**config.mk**
```make
export PLATFORM = sky130hd
export DESIGN_NAME = cpu_field_protect_clocks_boot
export DESIGN_NICKNAME = d
export VERILOG_FILES = /design/src/logic/cpu_ctl_pkg.sv /design/src/logic/load_counter.sv /design/src/logic/cpu_field_protect_clocks_boot.sv
export SDC_FILE = /design/constraint.sdc
export NUM_CORES = 1
export LEC_CHECK = 0
export ABC_AREA = 1
export CAP_MARGIN = 20
export CORE_MARGIN = 1
export CORE_UTILIZATION = 64
export CTS_CLUSTER_SIZE = 8
export DETAILED_ROUTE_END_ITERATION = 6
export DONT_BUFFER_PORTS = 1
export PLACE_DENSITY = 0.8
export SYNTH_ARGS = -nofsm -noshare
export SYNTH_HDL_FRONTEND = slang
export SYNTH_SLANG_ARGS = --single-unit
```
**constraint.sdc**
```tcl
create_clock -name i_clk_sys -period 4.14 [get_ports i_clk_sys]
set_input_delay 0.621 -clock i_clk_sys [delete_from_list [all_inputs] [get_ports i_clk_sys]]
set_output_delay 0.621 -clock i_clk_sys [all_outputs]
set_load 0.01 [all_outputs]
```
**src/logic/cpu_ctl_pkg.sv**
```systemverilog
/*
 * Shared constants and carrier types for the CPU field protection,
 * clock and cold-start control block.
 * Assumes a single 40 MHz system clock and a synchronous active-high reset.
 */
package cpu_ctl_pkg;

    // Address and register widths
    localparam int ADDR_W = 22;
    localparam int FIELD_W = 18;
    localparam int FIELD_SHIFT = 4;
    localparam int XA_W = 8;
    localparam int PKG_ADDR_W = 12;
    localparam int CLOCK_W = 64;
    localparam int INTERVAL_W = 32;

    // Exchange timing in clock periods
    localparam int SWAP_CYCLES = 36;
    localparam int FETCH_CYCLES = 14;
    localparam int XCHG_CNT_W = 6;
    localparam logic [XCHG_CNT_W-1:0] SWAP_LOAD = 6'(SWAP_CYCLES - 1);
    localparam logic [XCHG_CNT_W-1:0] FETCH_LOAD = 6'(FETCH_CYCLES - 1);

    // Reset values
    localparam logic [XA_W-1:0] XA_RESET = 8'h00;
    localparam logic [FIELD_W-1:0] ORIGIN_RESET = 18'h00000;
    localparam logic [FIELD_W-1:0] LIMIT_RESET = 18'h00000;
    localparam logic [INTERVAL_W-1:0] RELOAD_RESET = 32'h00000000;
    localparam logic [ADDR_W-1:0] CHAN_ADDR_RESET = 22'h000000;

    // Instructions that reach this block from the issue stage
    typedef enum logic [3:0] {
        OP_NONE = 4'h0,
        OP_READ_CLOCK = 4'h1,    // 072: counter to scalar register
        OP_LOAD_CLOCK = 4'h2,    // 0014j0: scalar register to counter
        OP_LOAD_INTERVAL = 4'h3, // 0014j4
        OP_CLEAR_INT = 4'h4,     // 0014j5
        OP_ENABLE_INT = 4'h5,    // 0014j6
        OP_DISABLE_INT = 4'h6,   // 0014j7
        OP_SET_XA = 4'h7,        // A register to exchange address
        OP_EXIT = 4'h8           // normal or error exit
    } op_code_t;

    // Kinds of memory reference
    typedef enum logic [1:0] {
        REF_FETCH = 2'h0,
        REF_READ = 2'h1,
        REF_WRITE = 2'h2
    } ref_kind_t;

    // Exchange sequencer states
    typedef enum logic [1:0] {
        ST_HALT = 2'h0,
        ST_IDLE = 2'h1,
        ST_SWAP = 2'h2,
        ST_FETCH = 2'h3
    } xchg_state_t;

    typedef struct packed {
        ref_kind_t kind;
        logic [ADDR_W-1:0] addr;
    } mem_ref_t;

    typedef struct packed {
        logic [XA_W-1:0] xa;
        logic [FIELD_W-1:0] origin;
        logic [FIELD_W-1:0] limit;
        logic monitor;
        logic prog_err;
        logic oper_err;
    } xpkg_t;

endpackage : cpu_ctl_pkg

```
**src/logic/load_counter.sv**
```systemverilog
/*
 * Loadable free-running counter, counting up or down by one each clock.
 * Assumes the loader holds i_load for one cycle per load.
 */
`timescale 1ns/10ps
module load_counter #(
    parameter int WIDTH = 32,
    parameter bit COUNT_DOWN = 1'b0
) (
    // Clock and reset
    input wire logic i_clk_sys,
    input wire logic i_rst,
    // Load
    input wire logic i_load,
    input wire logic [WIDTH-1:0] i_load_value,
    // Count
    output logic [WIDTH-1:0] o_count
);

    logic [WIDTH-1:0] next_count;

    // Load takes priority over counting
    always_comb begin
        if (i_load) begin
            next_count = i_load_value;
        end else if (COUNT_DOWN) begin
            next_count = o_count - WIDTH'(1);
        end else begin
            next_count = o_count + WIDTH'(1);
        end
    end

    always_ff @(posedge i_clk_sys) begin
        if (i_rst) begin
            o_count <= '0;
        end else begin
            o_count <= next_count;
        end
    end

endmodule : load_counter

```
**src/logic/cpu_field_protect_clocks_boot.sv**
```systemverilog
/*
 * Field protection, cycle counter, interval interrupt and cold-start
 * exchange control for the CPU.
 * Assumes issue, memory and package datapaths outside; master clear and
 * I/O clear come asynchronously from the maintenance controller.
 */
`timescale 1ns/10ps
module cpu_field_protect_clocks_boot
    import cpu_ctl_pkg::*;
(
    // Clock and reset
    input wire logic i_clk_sys,
    input wire logic i_rst,
    // Maintenance controller
    input wire logic i_master_clear,
    input wire logic i_io_clear,
    input wire logic i_mcu_word,
    output logic o_mcu_chan_active,
    output logic [ADDR_W-1:0] o_mcu_chan_addr,
    // Instruction port
    input wire logic i_op_valid,
    input wire op_code_t i_op_code,
    input wire logic [CLOCK_W-1:0] i_op_operand,
    output logic o_read_valid,
    output logic [CLOCK_W-1:0] o_read_data,
    output logic o_issue_hold,
    // Memory reference port
    input wire logic i_ref_valid,
    input wire mem_ref_t i_ref,
    output logic o_mem_req,
    output logic o_mem_write,
    output logic o_read_zero,
    output logic [ADDR_W-1:0] o_mem_addr,
    // Exchange package port
    input wire xpkg_t i_pkg_in,
    output logic o_xchg_store,
    output logic o_xchg_load,
    output logic [PKG_ADDR_W-1:0] o_xchg_addr,
    output xpkg_t o_pkg_out,
    // Status
    output logic o_monitor,
    output logic o_prog_range_err,
    output logic o_oper_range_err,
    output logic o_interval_req,
    output logic [CLOCK_W-1:0] o_cycle_count
);

    // Three-stage synchronisers for the controller levels
    logic [2:0] mc_sync;
    logic [2:0] ioc_sync;
    logic mc_level;
    logic ioc_level;
    logic next_mc_level;
    logic next_ioc_level;

    // Control state
    xchg_state_t state, next_state;
    logic [XCHG_CNT_W-1:0] xcnt, next_xcnt;
    logic [XA_W-1:0] xa, next_xa;
    logic [FIELD_W-1:0] origin, next_origin;
    logic [FIELD_W-1:0] limit, next_limit;
    logic [INTERVAL_W-1:0] reload, next_reload;
    logic int_enable, next_int_enable;
    logic next_monitor, next_prog_err, next_oper_err, next_int_req;
    logic next_mcu_active;
    logic [ADDR_W-1:0] next_mcu_addr;
    logic next_read_valid, next_issue_hold;
    logic [CLOCK_W-1:0] next_read_data;
    logic next_mem_req, next_mem_write, next_read_zero;
    logic [ADDR_W-1:0] next_mem_addr;
    logic next_store, next_load;
    xpkg_t next_pkg_out;

    // Helpers
    logic [INTERVAL_W-1:0] countdown;
    logic accept;
    logic op_sup;
    logic [ADDR_W:0] abs_addr;
    logic in_bounds;
    logic xchg_req;

    // Counters
    logic clock_load;
    logic countdown_load;
    logic [INTERVAL_W-1:0] countdown_value;

    // Issue is accepted only while idle and not master cleared
    assign accept = (state == ST_IDLE) && !mc_level;
    assign op_sup = accept && i_op_valid && o_monitor;
    assign clock_load = op_sup && (i_op_code == OP_LOAD_CLOCK);
    assign countdown_load = (op_sup && (i_op_code == OP_LOAD_INTERVAL))
        || (countdown == '0);
    assign countdown_value = (op_sup && (i_op_code == OP_LOAD_INTERVAL))
        ? i_op_operand[INTERVAL_W-1:0] : reload;

    // Origin is shifted up four bits; overflow bit catches wraparound
    assign abs_addr = {1'b0, i_ref.addr} + {1'b0, origin, 4'h0};
    assign in_bounds = abs_addr < {1'b0, limit, 4'h0};

    // Interrupt sources start an exchange only from user mode
    assign xchg_req = o_prog_range_err || o_oper_range_err
        || (o_interval_req && !o_monitor)
        || (i_op_valid && i_op_code == OP_EXIT);

    load_counter #(.WIDTH(CLOCK_W), .COUNT_DOWN(1'b0)) u_cycle (
        .i_clk_sys(i_clk_sys),
        .i_rst(i_rst),
        .i_load(clock_load),
        .i_load_value(i_op_operand),
        .o_count(o_cycle_count)
    );

    load_counter #(.WIDTH(INTERVAL_W), .COUNT_DOWN(1'b1)) u_countdown (
        .i_clk_sys(i_clk_sys),
        .i_rst(i_rst),
        .i_load(countdown_load),
        .i_load_value(countdown_value),
        .o_count(countdown)
    );

    // A level counts once the second and third stages agree
    always_comb begin
        next_mc_level = (mc_sync[1] == mc_sync[2]) ? mc_sync[2] : mc_level;
        next_ioc_level = (ioc_sync[1] == ioc_sync[2]) ? ioc_sync[2] : ioc_level;
    end

    always_ff @(posedge i_clk_sys) begin
        if (i_rst) begin
            // Held in clear through reset, so a held pin cannot look like a release
            mc_sync <= 3'h7;
            ioc_sync <= 3'h0;
            mc_level <= 1'b1;
            ioc_level <= 1'b0;
        end else begin
            mc_sync <= {mc_sync[1:0], i_master_clear};
            ioc_sync <= {ioc_sync[1:0], i_io_clear};
            mc_level <= next_mc_level;
            ioc_level <= next_ioc_level;
        end
    end

    // Next values for sequencer, registers, flags and outputs
    always_comb begin
        next_state = state;
        next_xcnt = xcnt;
        next_xa = xa;
        next_origin = origin;
        next_limit = limit;
        next_reload = reload;
        next_int_enable = int_enable;
        next_monitor = o_monitor;
        next_prog_err = o_prog_range_err;
        next_oper_err = o_oper_range_err;
        next_int_req = o_interval_req;
        next_mcu_active = o_mcu_chan_active;
        next_mcu_addr = o_mcu_chan_addr;
        next_read_valid = 1'b0;
        next_read_data = o_read_data;
        next_mem_req = 1'b0;
        next_mem_write = 1'b0;
        next_read_zero = 1'b0;
        next_mem_addr = o_mem_addr;
        next_store = 1'b0;
        next_load = 1'b0;
        next_pkg_out = o_pkg_out;
        next_issue_hold = 1'b1;

        // Maintenance channel: I/O clear wins over a word advance
        if (ioc_level) begin
            next_mcu_addr = CHAN_ADDR_RESET;
            next_mcu_active = 1'b1;
        end else if (o_mcu_chan_active && i_mcu_word) begin
            next_mcu_addr = o_mcu_chan_addr + ADDR_W'(1);
        end

        // Clear opcode, then hardware set wins in the same cycle
        if (op_sup && i_op_code == OP_CLEAR_INT) begin
            next_int_req = 1'b0;
        end
        if (op_sup && i_op_code == OP_ENABLE_INT) begin
            next_int_enable = 1'b1;
        end
        if (op_sup && i_op_code == OP_DISABLE_INT) begin
            next_int_enable = 1'b0;
        end
        if (op_sup && i_op_code == OP_LOAD_INTERVAL) begin
            next_reload = i_op_operand[INTERVAL_W-1:0];
        end
        if (op_sup && i_op_code == OP_SET_XA) begin
            next_xa = i_op_operand[XA_W-1:0];
        end
        if (accept && i_op_valid && i_op_code == OP_READ_CLOCK) begin
            next_read_valid = 1'b1;
            next_read_data = o_cycle_count;
        end
        if (countdown == '0 && int_enable) begin
            next_int_req = 1'b1;
        end

        // Field check; writes suppressed, reads zeroed when out of field
        if (accept && i_ref_valid) begin
            next_mem_req = 1'b1;
            next_mem_addr = abs_addr[ADDR_W-1:0];
            next_mem_write = (i_ref.kind == REF_WRITE) && in_bounds;
            next_read_zero = (i_ref.kind != REF_WRITE) && !in_bounds;
            if (!in_bounds && !o_monitor) begin
                if (i_ref.kind == REF_FETCH) begin
                    next_prog_err = 1'b1;
                end else begin
                    next_oper_err = 1'b1;
                end
            end
        end

        case (state)
            ST_HALT: begin
                // Released master clear exchanges from package zero
                if (!mc_level) begin
                    next_state = ST_SWAP;
                    next_xcnt = SWAP_LOAD;
                    next_store = 1'b1;
                    next_pkg_out = '{xa, origin, limit, o_monitor, 1'b0, 1'b0};
                end
            end
            ST_IDLE: begin
                next_issue_hold = 1'b0;
                if (xchg_req) begin
                    next_state = ST_SWAP;
                    next_xcnt = SWAP_LOAD;
                    next_issue_hold = 1'b1;
                    next_store = 1'b1;
                    next_pkg_out = '{xa, origin, limit, o_monitor,
                                     o_prog_range_err, o_oper_range_err};
                end
            end
            ST_SWAP: begin
                if (xcnt == '0) begin
                    next_state = ST_FETCH;
                    next_xcnt = FETCH_LOAD;
                    next_load = 1'b1;
                    next_xa = i_pkg_in.xa;
                    next_origin = i_pkg_in.origin;
                    next_limit = i_pkg_in.limit;
                    next_monitor = i_pkg_in.monitor;
                    next_prog_err = i_pkg_in.prog_err;
                    next_oper_err = i_pkg_in.oper_err;
                end else begin
                    next_xcnt = xcnt - XCHG_CNT_W'(1);
                end
            end
            ST_FETCH: begin
                if (xcnt == '0) begin
                    next_state = ST_IDLE;
                    next_issue_hold = 1'b0;
                end else begin
                    next_xcnt = xcnt - XCHG_CNT_W'(1);
                end
            end
            default: begin
                next_state = ST_HALT;
            end
        endcase

        // Master clear overrides the sequencer, mode, error flags and strobes and forces known latches
        if (mc_level) begin
            next_state = ST_HALT;
            next_xcnt = '0;
            next_xa = XA_RESET;
            next_monitor = 1'b1;
            next_prog_err = 1'b0;
            next_oper_err = 1'b0;
            next_issue_hold = 1'b1;
            next_mem_req = 1'b0;
            next_mem_write = 1'b0;
            next_read_zero = 1'b0;
            next_read_valid = 1'b0;
            next_store = 1'b0;
            next_load = 1'b0;
        end
    end

    always_ff @(posedge i_clk_sys) begin
        if (i_rst) begin
            state <= ST_HALT;
            xcnt <= '0;
            xa <= XA_RESET;
            origin <= ORIGIN_RESET;
            limit <= LIMIT_RESET;
            reload <= RELOAD_RESET;
            int_enable <= 1'b0;
            o_monitor <= 1'b1;
            o_prog_range_err <= 1'b0;
            o_oper_range_err <= 1'b0;
            o_interval_req <= 1'b0;
            o_mcu_chan_active <= 1'b0;
            o_mcu_chan_addr <= CHAN_ADDR_RESET;
            o_read_valid <= 1'b0;
            o_read_data <= '0;
            o_issue_hold <= 1'b1;
            o_mem_req <= 1'b0;
            o_mem_write <= 1'b0;
            o_read_zero <= 1'b0;
            o_mem_addr <= '0;
            o_xchg_store <= 1'b0;
            o_xchg_load <= 1'b0;
            o_xchg_addr <= '0;
            o_pkg_out <= '0;
        end else begin
            state <= next_state;
            xcnt <= next_xcnt;
            xa <= next_xa;
            origin <= next_origin;
            limit <= next_limit;
            reload <= next_reload;
            int_enable <= next_int_enable;
            o_monitor <= next_monitor;
            o_prog_range_err <= next_prog_err;
            o_oper_range_err <= next_oper_err;
            o_interval_req <= next_int_req;
            o_mcu_chan_active <= next_mcu_active;
            o_mcu_chan_addr <= next_mcu_addr;
            o_read_valid <= next_read_valid;
            o_read_data <= next_read_data;
            o_issue_hold <= next_issue_hold;
            o_mem_req <= next_mem_req;
            o_mem_write <= next_mem_write;
            o_read_zero <= next_read_zero;
            o_mem_addr <= next_mem_addr;
            o_xchg_store <= next_store;
            o_xchg_load <= next_load;
            o_xchg_addr <= {next_xa, 4'h0};
            o_pkg_out <= next_pkg_out;
        end
    end

    // Exchange lasts 36 swap cycles then 14 fetch cycles
    AST_XCHG_LEN: assert property (@(posedge i_clk_sys) disable iff (i_rst || mc_level)
        (state == ST_IDLE ##1 state == ST_SWAP) |->
            ##36 (state == ST_FETCH) ##14 (state == ST_IDLE))
        else $error("exchange length wrong");

    AST_WRITE_GATE: assert property (@(posedge i_clk_sys) disable iff (i_rst)
        (accept && i_ref_valid && i_ref.kind == REF_WRITE && !in_bounds)
            |=> (o_mem_req && !o_mem_write))
        else $error("out-of-field write reached memory");

    AST_READ_ZERO: assert property (@(posedge i_clk_sys) disable iff (i_rst)
        (accept && i_ref_valid && i_ref.kind == REF_READ && !in_bounds) |=> o_read_zero)
        else $error("out-of-field read not zeroed");

    AST_PROG_ERR: assert property (@(posedge i_clk_sys) disable iff (i_rst)
        (accept && i_ref_valid && i_ref.kind == REF_FETCH && !in_bounds && !o_monitor)
            |=> o_prog_range_err ##[1:2] o_issue_hold)
        else $error("fetch range error missed");

    AST_OPER_ERR: assert property (@(posedge i_clk_sys) disable iff (i_rst)
        (accept && i_ref_valid && i_ref.kind != REF_FETCH && !in_bounds && !o_monitor)
            |=> o_oper_range_err)
        else $error("operand range error missed");

    AST_CYCLE_STEP: assert property (@(posedge i_clk_sys) disable iff (i_rst)
        !clock_load |=> (o_cycle_count == $past(o_cycle_count) + 64'h1))
        else $error("cycle counter did not advance");

    AST_COUNTDOWN: assert property (@(posedge i_clk_sys) disable iff (i_rst)
        (countdown == '0 && !(op_sup && i_op_code == OP_LOAD_INTERVAL))
            |=> (countdown == $past(reload)))
        else $error("countdown did not reload");

    AST_COUNT_STEP: assert property (@(posedge i_clk_sys) disable iff (i_rst)
        (countdown != '0 && !countdown_load) |=> (countdown == $past(countdown) - 32'h1))
        else $error("countdown did not step down");

    AST_INT_HOLD: assert property (@(posedge i_clk_sys) disable iff (i_rst)
        (o_interval_req && !(op_sup && i_op_code == OP_CLEAR_INT)) |=> o_interval_req)
        else $error("interval request dropped");

    AST_INT_DISABLED: assert property (@(posedge i_clk_sys) disable iff (i_rst)
        (!int_enable && !o_interval_req) |=> !o_interval_req)
        else $error("interval request set while disabled");

    AST_COLD_XA: assert property (@(posedge i_clk_sys) disable iff (i_rst)
        mc_level |=> (xa == XA_RESET && state == ST_HALT))
        else $error("master clear did not force exchange address");

    AST_IO_CLEAR: assert property (@(posedge i_clk_sys) disable iff (i_rst)
        ioc_level |=> (o_mcu_chan_active && o_mcu_chan_addr == CHAN_ADDR_RESET))
        else $error("I/O clear did not reset channel");

endmodule : cpu_field_protect_clocks_boot

```
== After elaboration in Yosys (flattened, before gate mapping) ==
Index checks and enable logic that the tools add are counted.
Word-level totals
  register bits: 360
  bits of input ports: 146
  output and inout bits: 243
  word-level logic and storage cells: 140
Cells by class
  add/subtract/negate cells: 5
  order comparisons: 1
  equality and inequality tests: 20
  mux-type cells: 37
  bitwise operators: 2
  reduce and logical (&&, ||, !) cells: 40
Operators by type and width (count)
  $mux 47: 2
  $pmux 47 s2: 1
  $add 64x1->64 const B: 1
  $mux 32: 2
  $mux 64: 1
  $logic_not 32->1: 1
  $mux 8: 4
  $sub 32x1->32 const B: 1
  $pmux 6 s4: 1
  $add 22x22->23: 1
  $lt 23x22->1: 1
  $add 22x1->22 const B: 1
  $logic_and 1x1->1: 18
  $mux 6: 3
  $mux 1: 17
  $eq 4x3->1 const B: 4
  $ne 2x2->1 const B: 6
  $eq 4x2->1 const B: 2
  $pmux 2 s4: 1
  $eq 2x2->1 const B: 3
  $logic_not 6->1: 1
  $mux 2: 3
  $reduce_and 3->1: 2
  $reduce_or 2->1: 3
  other kinds (13): 25

== Depth between registers and ports, before layout ==
  depth in word-level cells: 9
  mapped depth: 22
  mapped depth without buffers: 22

== Cells and area by module ==
Synthesis repeated with hierarchy kept, for this count alone.
Unflattened totals
  cells, all modules: 2617
  area total of the unflattened synthesis: 17684.5 um2
Modules (own cells, without submodules)
  cpu_field_protect_clocks_boot: instances 1, cells an instance 1471, area each 11065.6 um2, sequential area each 5205.0 um2
  load_counter at u_cycle: instances 1, cells an instance 792, area each 4503.1 um2, sequential area each 1281.2 um2
  load_counter at u_countdown: instances 1, cells an instance 354, area each 2115.8 um2, sequential area each 640.6 um2

== Least setup slack after synthesis ==
Ideal clock, no wire load.
  path type: input to register
  start point: input i_ref[4] in the netlist's numbering
  end point: register o_oper_range_err
  setup time: 0.119 ns
  arrival: 2.944 ns
  data required time: 4.021 ns
  slack: 1.077 ns
  stages: 20
  buffers on the path: 0
  path through: ha_1 fa_1 nand3_1 nand2_1 a21oi_1 o21ai_0 nand2_1 nand2_1 xor2_1 ha_1 nand2_1 nor2_1 a211oi_1 nand2_1 nand2_1 nand2_1 nand2_1 nand3_1 nand3_1 a21oi_1
Between the ends
  cells in the longest elaborated chain, start to end: 8
Ends and longest elaborated chain
  start: declaration: line cpu_field_protect_clocks_boot.sv:29  | input wire mem_ref_t i_ref,
  $add 22x22->23 *: line cpu_field_protect_clocks_boot.sv:97  | assign abs_addr = {1'b0, i_ref.addr} + {1'b0, origin, 4'h0};
  net abs_addr[18]: line cpu_field_protect_clocks_boot.sv:78  | logic [ADDR_W:0] abs_addr;
  $lt 23x22->1 *: line cpu_field_protect_clocks_boot.sv:98  | assign in_bounds = abs_addr < {1'b0, limit, 4'h0};
  $logic_not 1->1 *: line cpu_field_protect_clocks_boot.sv:206  | if (!in_bounds && !o_monitor) begin
  $logic_and 1x1->1 *: line cpu_field_protect_clocks_boot.sv:206
  $mux 1 *: line cpu_field_protect_clocks_boot.sv:206
  $mux 1 *: line cpu_field_protect_clocks_boot.sv:201  | if (accept && i_ref_valid) begin
  $mux 1: line cpu_field_protect_clocks_boot.sv:237  | if (xcnt == '0) begin
  $mux 1 *: line cpu_field_protect_clocks_boot.sv:215  | case (state)
  end signal: assignment: line cpu_field_protect_clocks_boot.sv:318  | o_oper_range_err <= next_oper_err;
  end: declaration: line cpu_field_protect_clocks_boot.sv:43  | output logic o_oper_range_err,
Mark *: on every way through the listed nets, which the timed path passes. The rest lies on a longest branch.
A chain may end at the register's enable or synchronous reset.

== Worst setup path after layout ==
  start point: register origin[0]
  end point: register o_mem_write
Between the ends
  cells in the longest elaborated chain, start to end: 3
Ends and longest elaborated chain
  start: declaration: line cpu_field_protect_clocks_boot.sv:60  | logic [FIELD_W-1:0] origin, next_origin;
  start signal: assignment: line cpu_field_protect_clocks_boot.sv:312  | origin <= next_origin;
  $add 22x22->23: line cpu_field_protect_clocks_boot.sv:97
  net abs_addr[14]: line cpu_field_protect_clocks_boot.sv:78
  $lt 23x22->1: line cpu_field_protect_clocks_boot.sv:98
  $logic_and 1x1->1: line cpu_field_protect_clocks_boot.sv:204  | next_mem_write = (i_ref.kind == REF_WRITE) && in_bounds;
  end signal: assignment: line cpu_field_protect_clocks_boot.sv:326  | o_mem_write <= next_mem_write;
  end: declaration: line cpu_field_protect_clocks_boot.sv:31  | output logic o_mem_write,
The timed path passes the listed nets, and every way through them passes these cells.

==> qor.csv <==
metric;value;unit
finalHoldWorstSlack;0.141;ns
crit_arrival;3.72;ns
cts_sinks;356;
final_common_cell;nor2_1;
post_cts_buffers;0;
layout_common_cells;nor2_1 (391), dfxtp_1 (356), nand2_1 (284);
place_congestion;1.01;
synth_edf_count;0;
cp_max_fo;4;
yosysUniqueCellTypes;53;
path_class;reg -> reg;
synthTopCellsByArea;dfxtp_1 (43%), nor2_1 (8.9%), o21ai_0 (8.0%), nand2_1 (6.4%), inv_1 (6.0%);
num_vias;15624;
wl_met2;23700;um
cp-start-kind;register;
routed.top_layer;met4;
yosysWarnings;0;
ios;389;
dp_hpwl;39800;um
seq_area_frac_synth;42.9;%
drv_cap;0;
synth_top_flop_cell;dfxtp_1;
worst_ep_required_time;4.60;ns
pre_cts_slack;0.622;ns
syn_area_per_cell;7.24;um2
dieArea;26600;um2
critPathMaxStageDelay;0.43;ns
drc;0;
dr_wl_met3;5550;um
grt_usage;39.0;%
slew_headroom;31.7;%
htreeDepth;2;
period_share;78.9;%
nNetsFinal;2443;
status;finished clean;
cts_resized;0;
cp_cell_sequence;ha_1, fa_1, nand3_1, nand2_1, a21oi_1, o21ai_0, xor2_1, ha_1, nand2_1, inv_1, nand2_1, inv_1, nand2_1, nand3_1, nand2_1, nand2_1, nand2_1, nand2_1, nand2_1, nand3_1, nor4_1;
path_common_cell;nand2_1;
postRouteAntennaNets;0;
io_buffers;0;
critPathSlowestCell;fa_1;
fin_skew;0.0163;ns
pwr_density_cell;451;nW/um2
leakage;8.19;nW
wl_per_cell;20.5;um
std_cell_rows;58;
ir_drop;0.422;mV
period_minus_slack;3.27;ns
cts_tree;yes;
tns;0;ns
tightestPinTransition;1.02;ns
grt_max_degree;155;
clockBufferDepth;3;
die_w;163;um
cts_root_buf;clkbuf_16;
synth_top_area_cell;dfxtp_1;
dieHeight;163;um
syn_to_final_growth;8.47;%
hold_viol;0;
syn_inst;2296;
clk_pin_slew;0.05;ns
grt_pass1_wl;80600;um
avgViaCountPerCell;6.02;
start_util;65.6;%
holdCritPathClass;in -> reg;
max_freq;306;MHz
numCtsBuffers;50;
async_flop_share;0;%
dp_cells;2534;
drive_above_1_share;4.38;%
clock_latency;0.57;ns
dr.pass1.iters;6;
crit_path_end_kind;register;
antenna_found_initial;4;
grt_pass1_vias;14555;
worstHoldPathCells;1;
drtIter0Drc;1672;
worst_slack;0.875;ns
rsz0062_at_grt;false;
drt_wl_total;53300;um
finalSetupViolCount;0;
instances_no_fill;2594;
netlist.area_leader.share;42.9;%
synth.cell_area;16600;um2
hold_buffers;0;
grt-ovfl-total;0;
slew_viol_final;0;
wl_met1;21700;um
core_area;25300;um2
ys_ff_latch;356;
worst_r2r_path_depth;21;
metrics by stage:
stage	power [mW]	area [um2]	util, %
6_report	8.13	18000	71.2
5_1_grt	8.42	18000	71.2
4_1_cts	8.12	18000	71.1
3_5_place_dp	4.58	16700	65.9
3_3_place_gp	4.55	16700	65.9
2_1_floorplan	4.41	16600	-
area by class of cell:
| class | instances | area, um2 |
|---|---|---|
| inverters | 274 | 1030 |
| clock inverters | 3 | 58.8 |
| diodes | 4 | 10.0 |
| clock buffers | 53 | 1270 |
| multi-input cells | 1562 | 8020 |
| fillers | 2061 | 7300 |
| repair buffers | 12 | 90.1 |
| flip-flops and latches | 356 | 7130 |
| well taps | 330 | 413 |
worst max-delay path: cells and delay by family (launching register included):
kind	cells	cell delay, ns
simple gates	13	1.17
fa+ha+maj	3	0.96
flops	1	0.33
compound gates	2	0.33
xor+xnor	1	0.28
buf+inv	2	0.08
registers in the layout (all words and copies together), names as in the netlist, 2 cells and up:
signal               cells
xa                       8
mc_sync                  3
limit                   18
ioc_sync                 3
u_countdown.o_count     32
o_mem_addr              22
origin                  18
u_cycle.o_count         64
state                    2
o_mcu_chan_addr         22
xcnt                     6
o_read_data             64
o_pkg_out               47
reload                  32
cell families after synthesis:
kind of cell,after synthesis,synth area share (%)
other,1,0.0226
AOI/OAI and AO/OA,536,17.8
adders and majority gates,41,3.13
and+or+nand+nor,904,23.1
DFF,356,42.9
buffers and inverters,381,9.03
xor gates and xnor gates,77,4.06
worst paths after layout:
kind | from | to | slack, ns
min | i_rst | o_mcu_chan_active$_SDFFE_PP0P_ | 0.14
max reg2reg | origin[0]$_SDFFE_PP0P_ | o_mem_write$_SDFF_PP0_ | 0.87
min reg2reg | ioc_sync[0]$_SDFF_PP0_ | ioc_sync[1]$_SDFF_PP0_ | 0.42
max | origin[0]$_SDFFE_PP0P_ | o_mem_write$_SDFF_PP0_ | 0.87
where the power goes:
| part | internal (mW) | switching [mW] | total [mW] |
|---|---|---|---|
| Sequential | 3.54 | 0.107 | 3.65 |
| Combinational | 0.342 | 0.553 | 0.895 |
| Clock | 2.15 | 1.43 | 3.58 |
| Total | 6.04 | 2.09 | 8.13 |
layer usage:
layer,vias up,GRT usage [%]
met4,0,17.5
li1,7429,-
met1,7236,50.3
met5,-,0
met2,817,61.7
met3,142,9.47
synth_stat cells (5+ instances only):
| library cell | instances |
|---|---|
| o21a_1 | 9 |
| buf_4 | 12 |
| nand3_1 | 89 |
| buf_2 | 20 |
| a2bb2oi_1 | 10 |
| o22ai_1 | 5 |
| or2_2 | 11 |
| inv_2 | 10 |
| nor3_1 | 55 |
| o211ai_1 | 36 |
| nand2_1 | 284 |
| inv_1 | 264 |
| nor2_1 | 392 |
| a211oi_1 | 7 |
| xnor2_1 | 27 |
| a21oi_1 | 164 |
| xor2_1 | 50 |
| nor4_1 | 9 |
| o21ai_0 | 264 |
| o21bai_1 | 20 |
| dfxtp_1 | 356 |
| ha_1 | 40 |
| nand4_1 | 40 |
| clkbuf_1 | 73 |
Note: power is estimated with default switching activity, not from simulation.
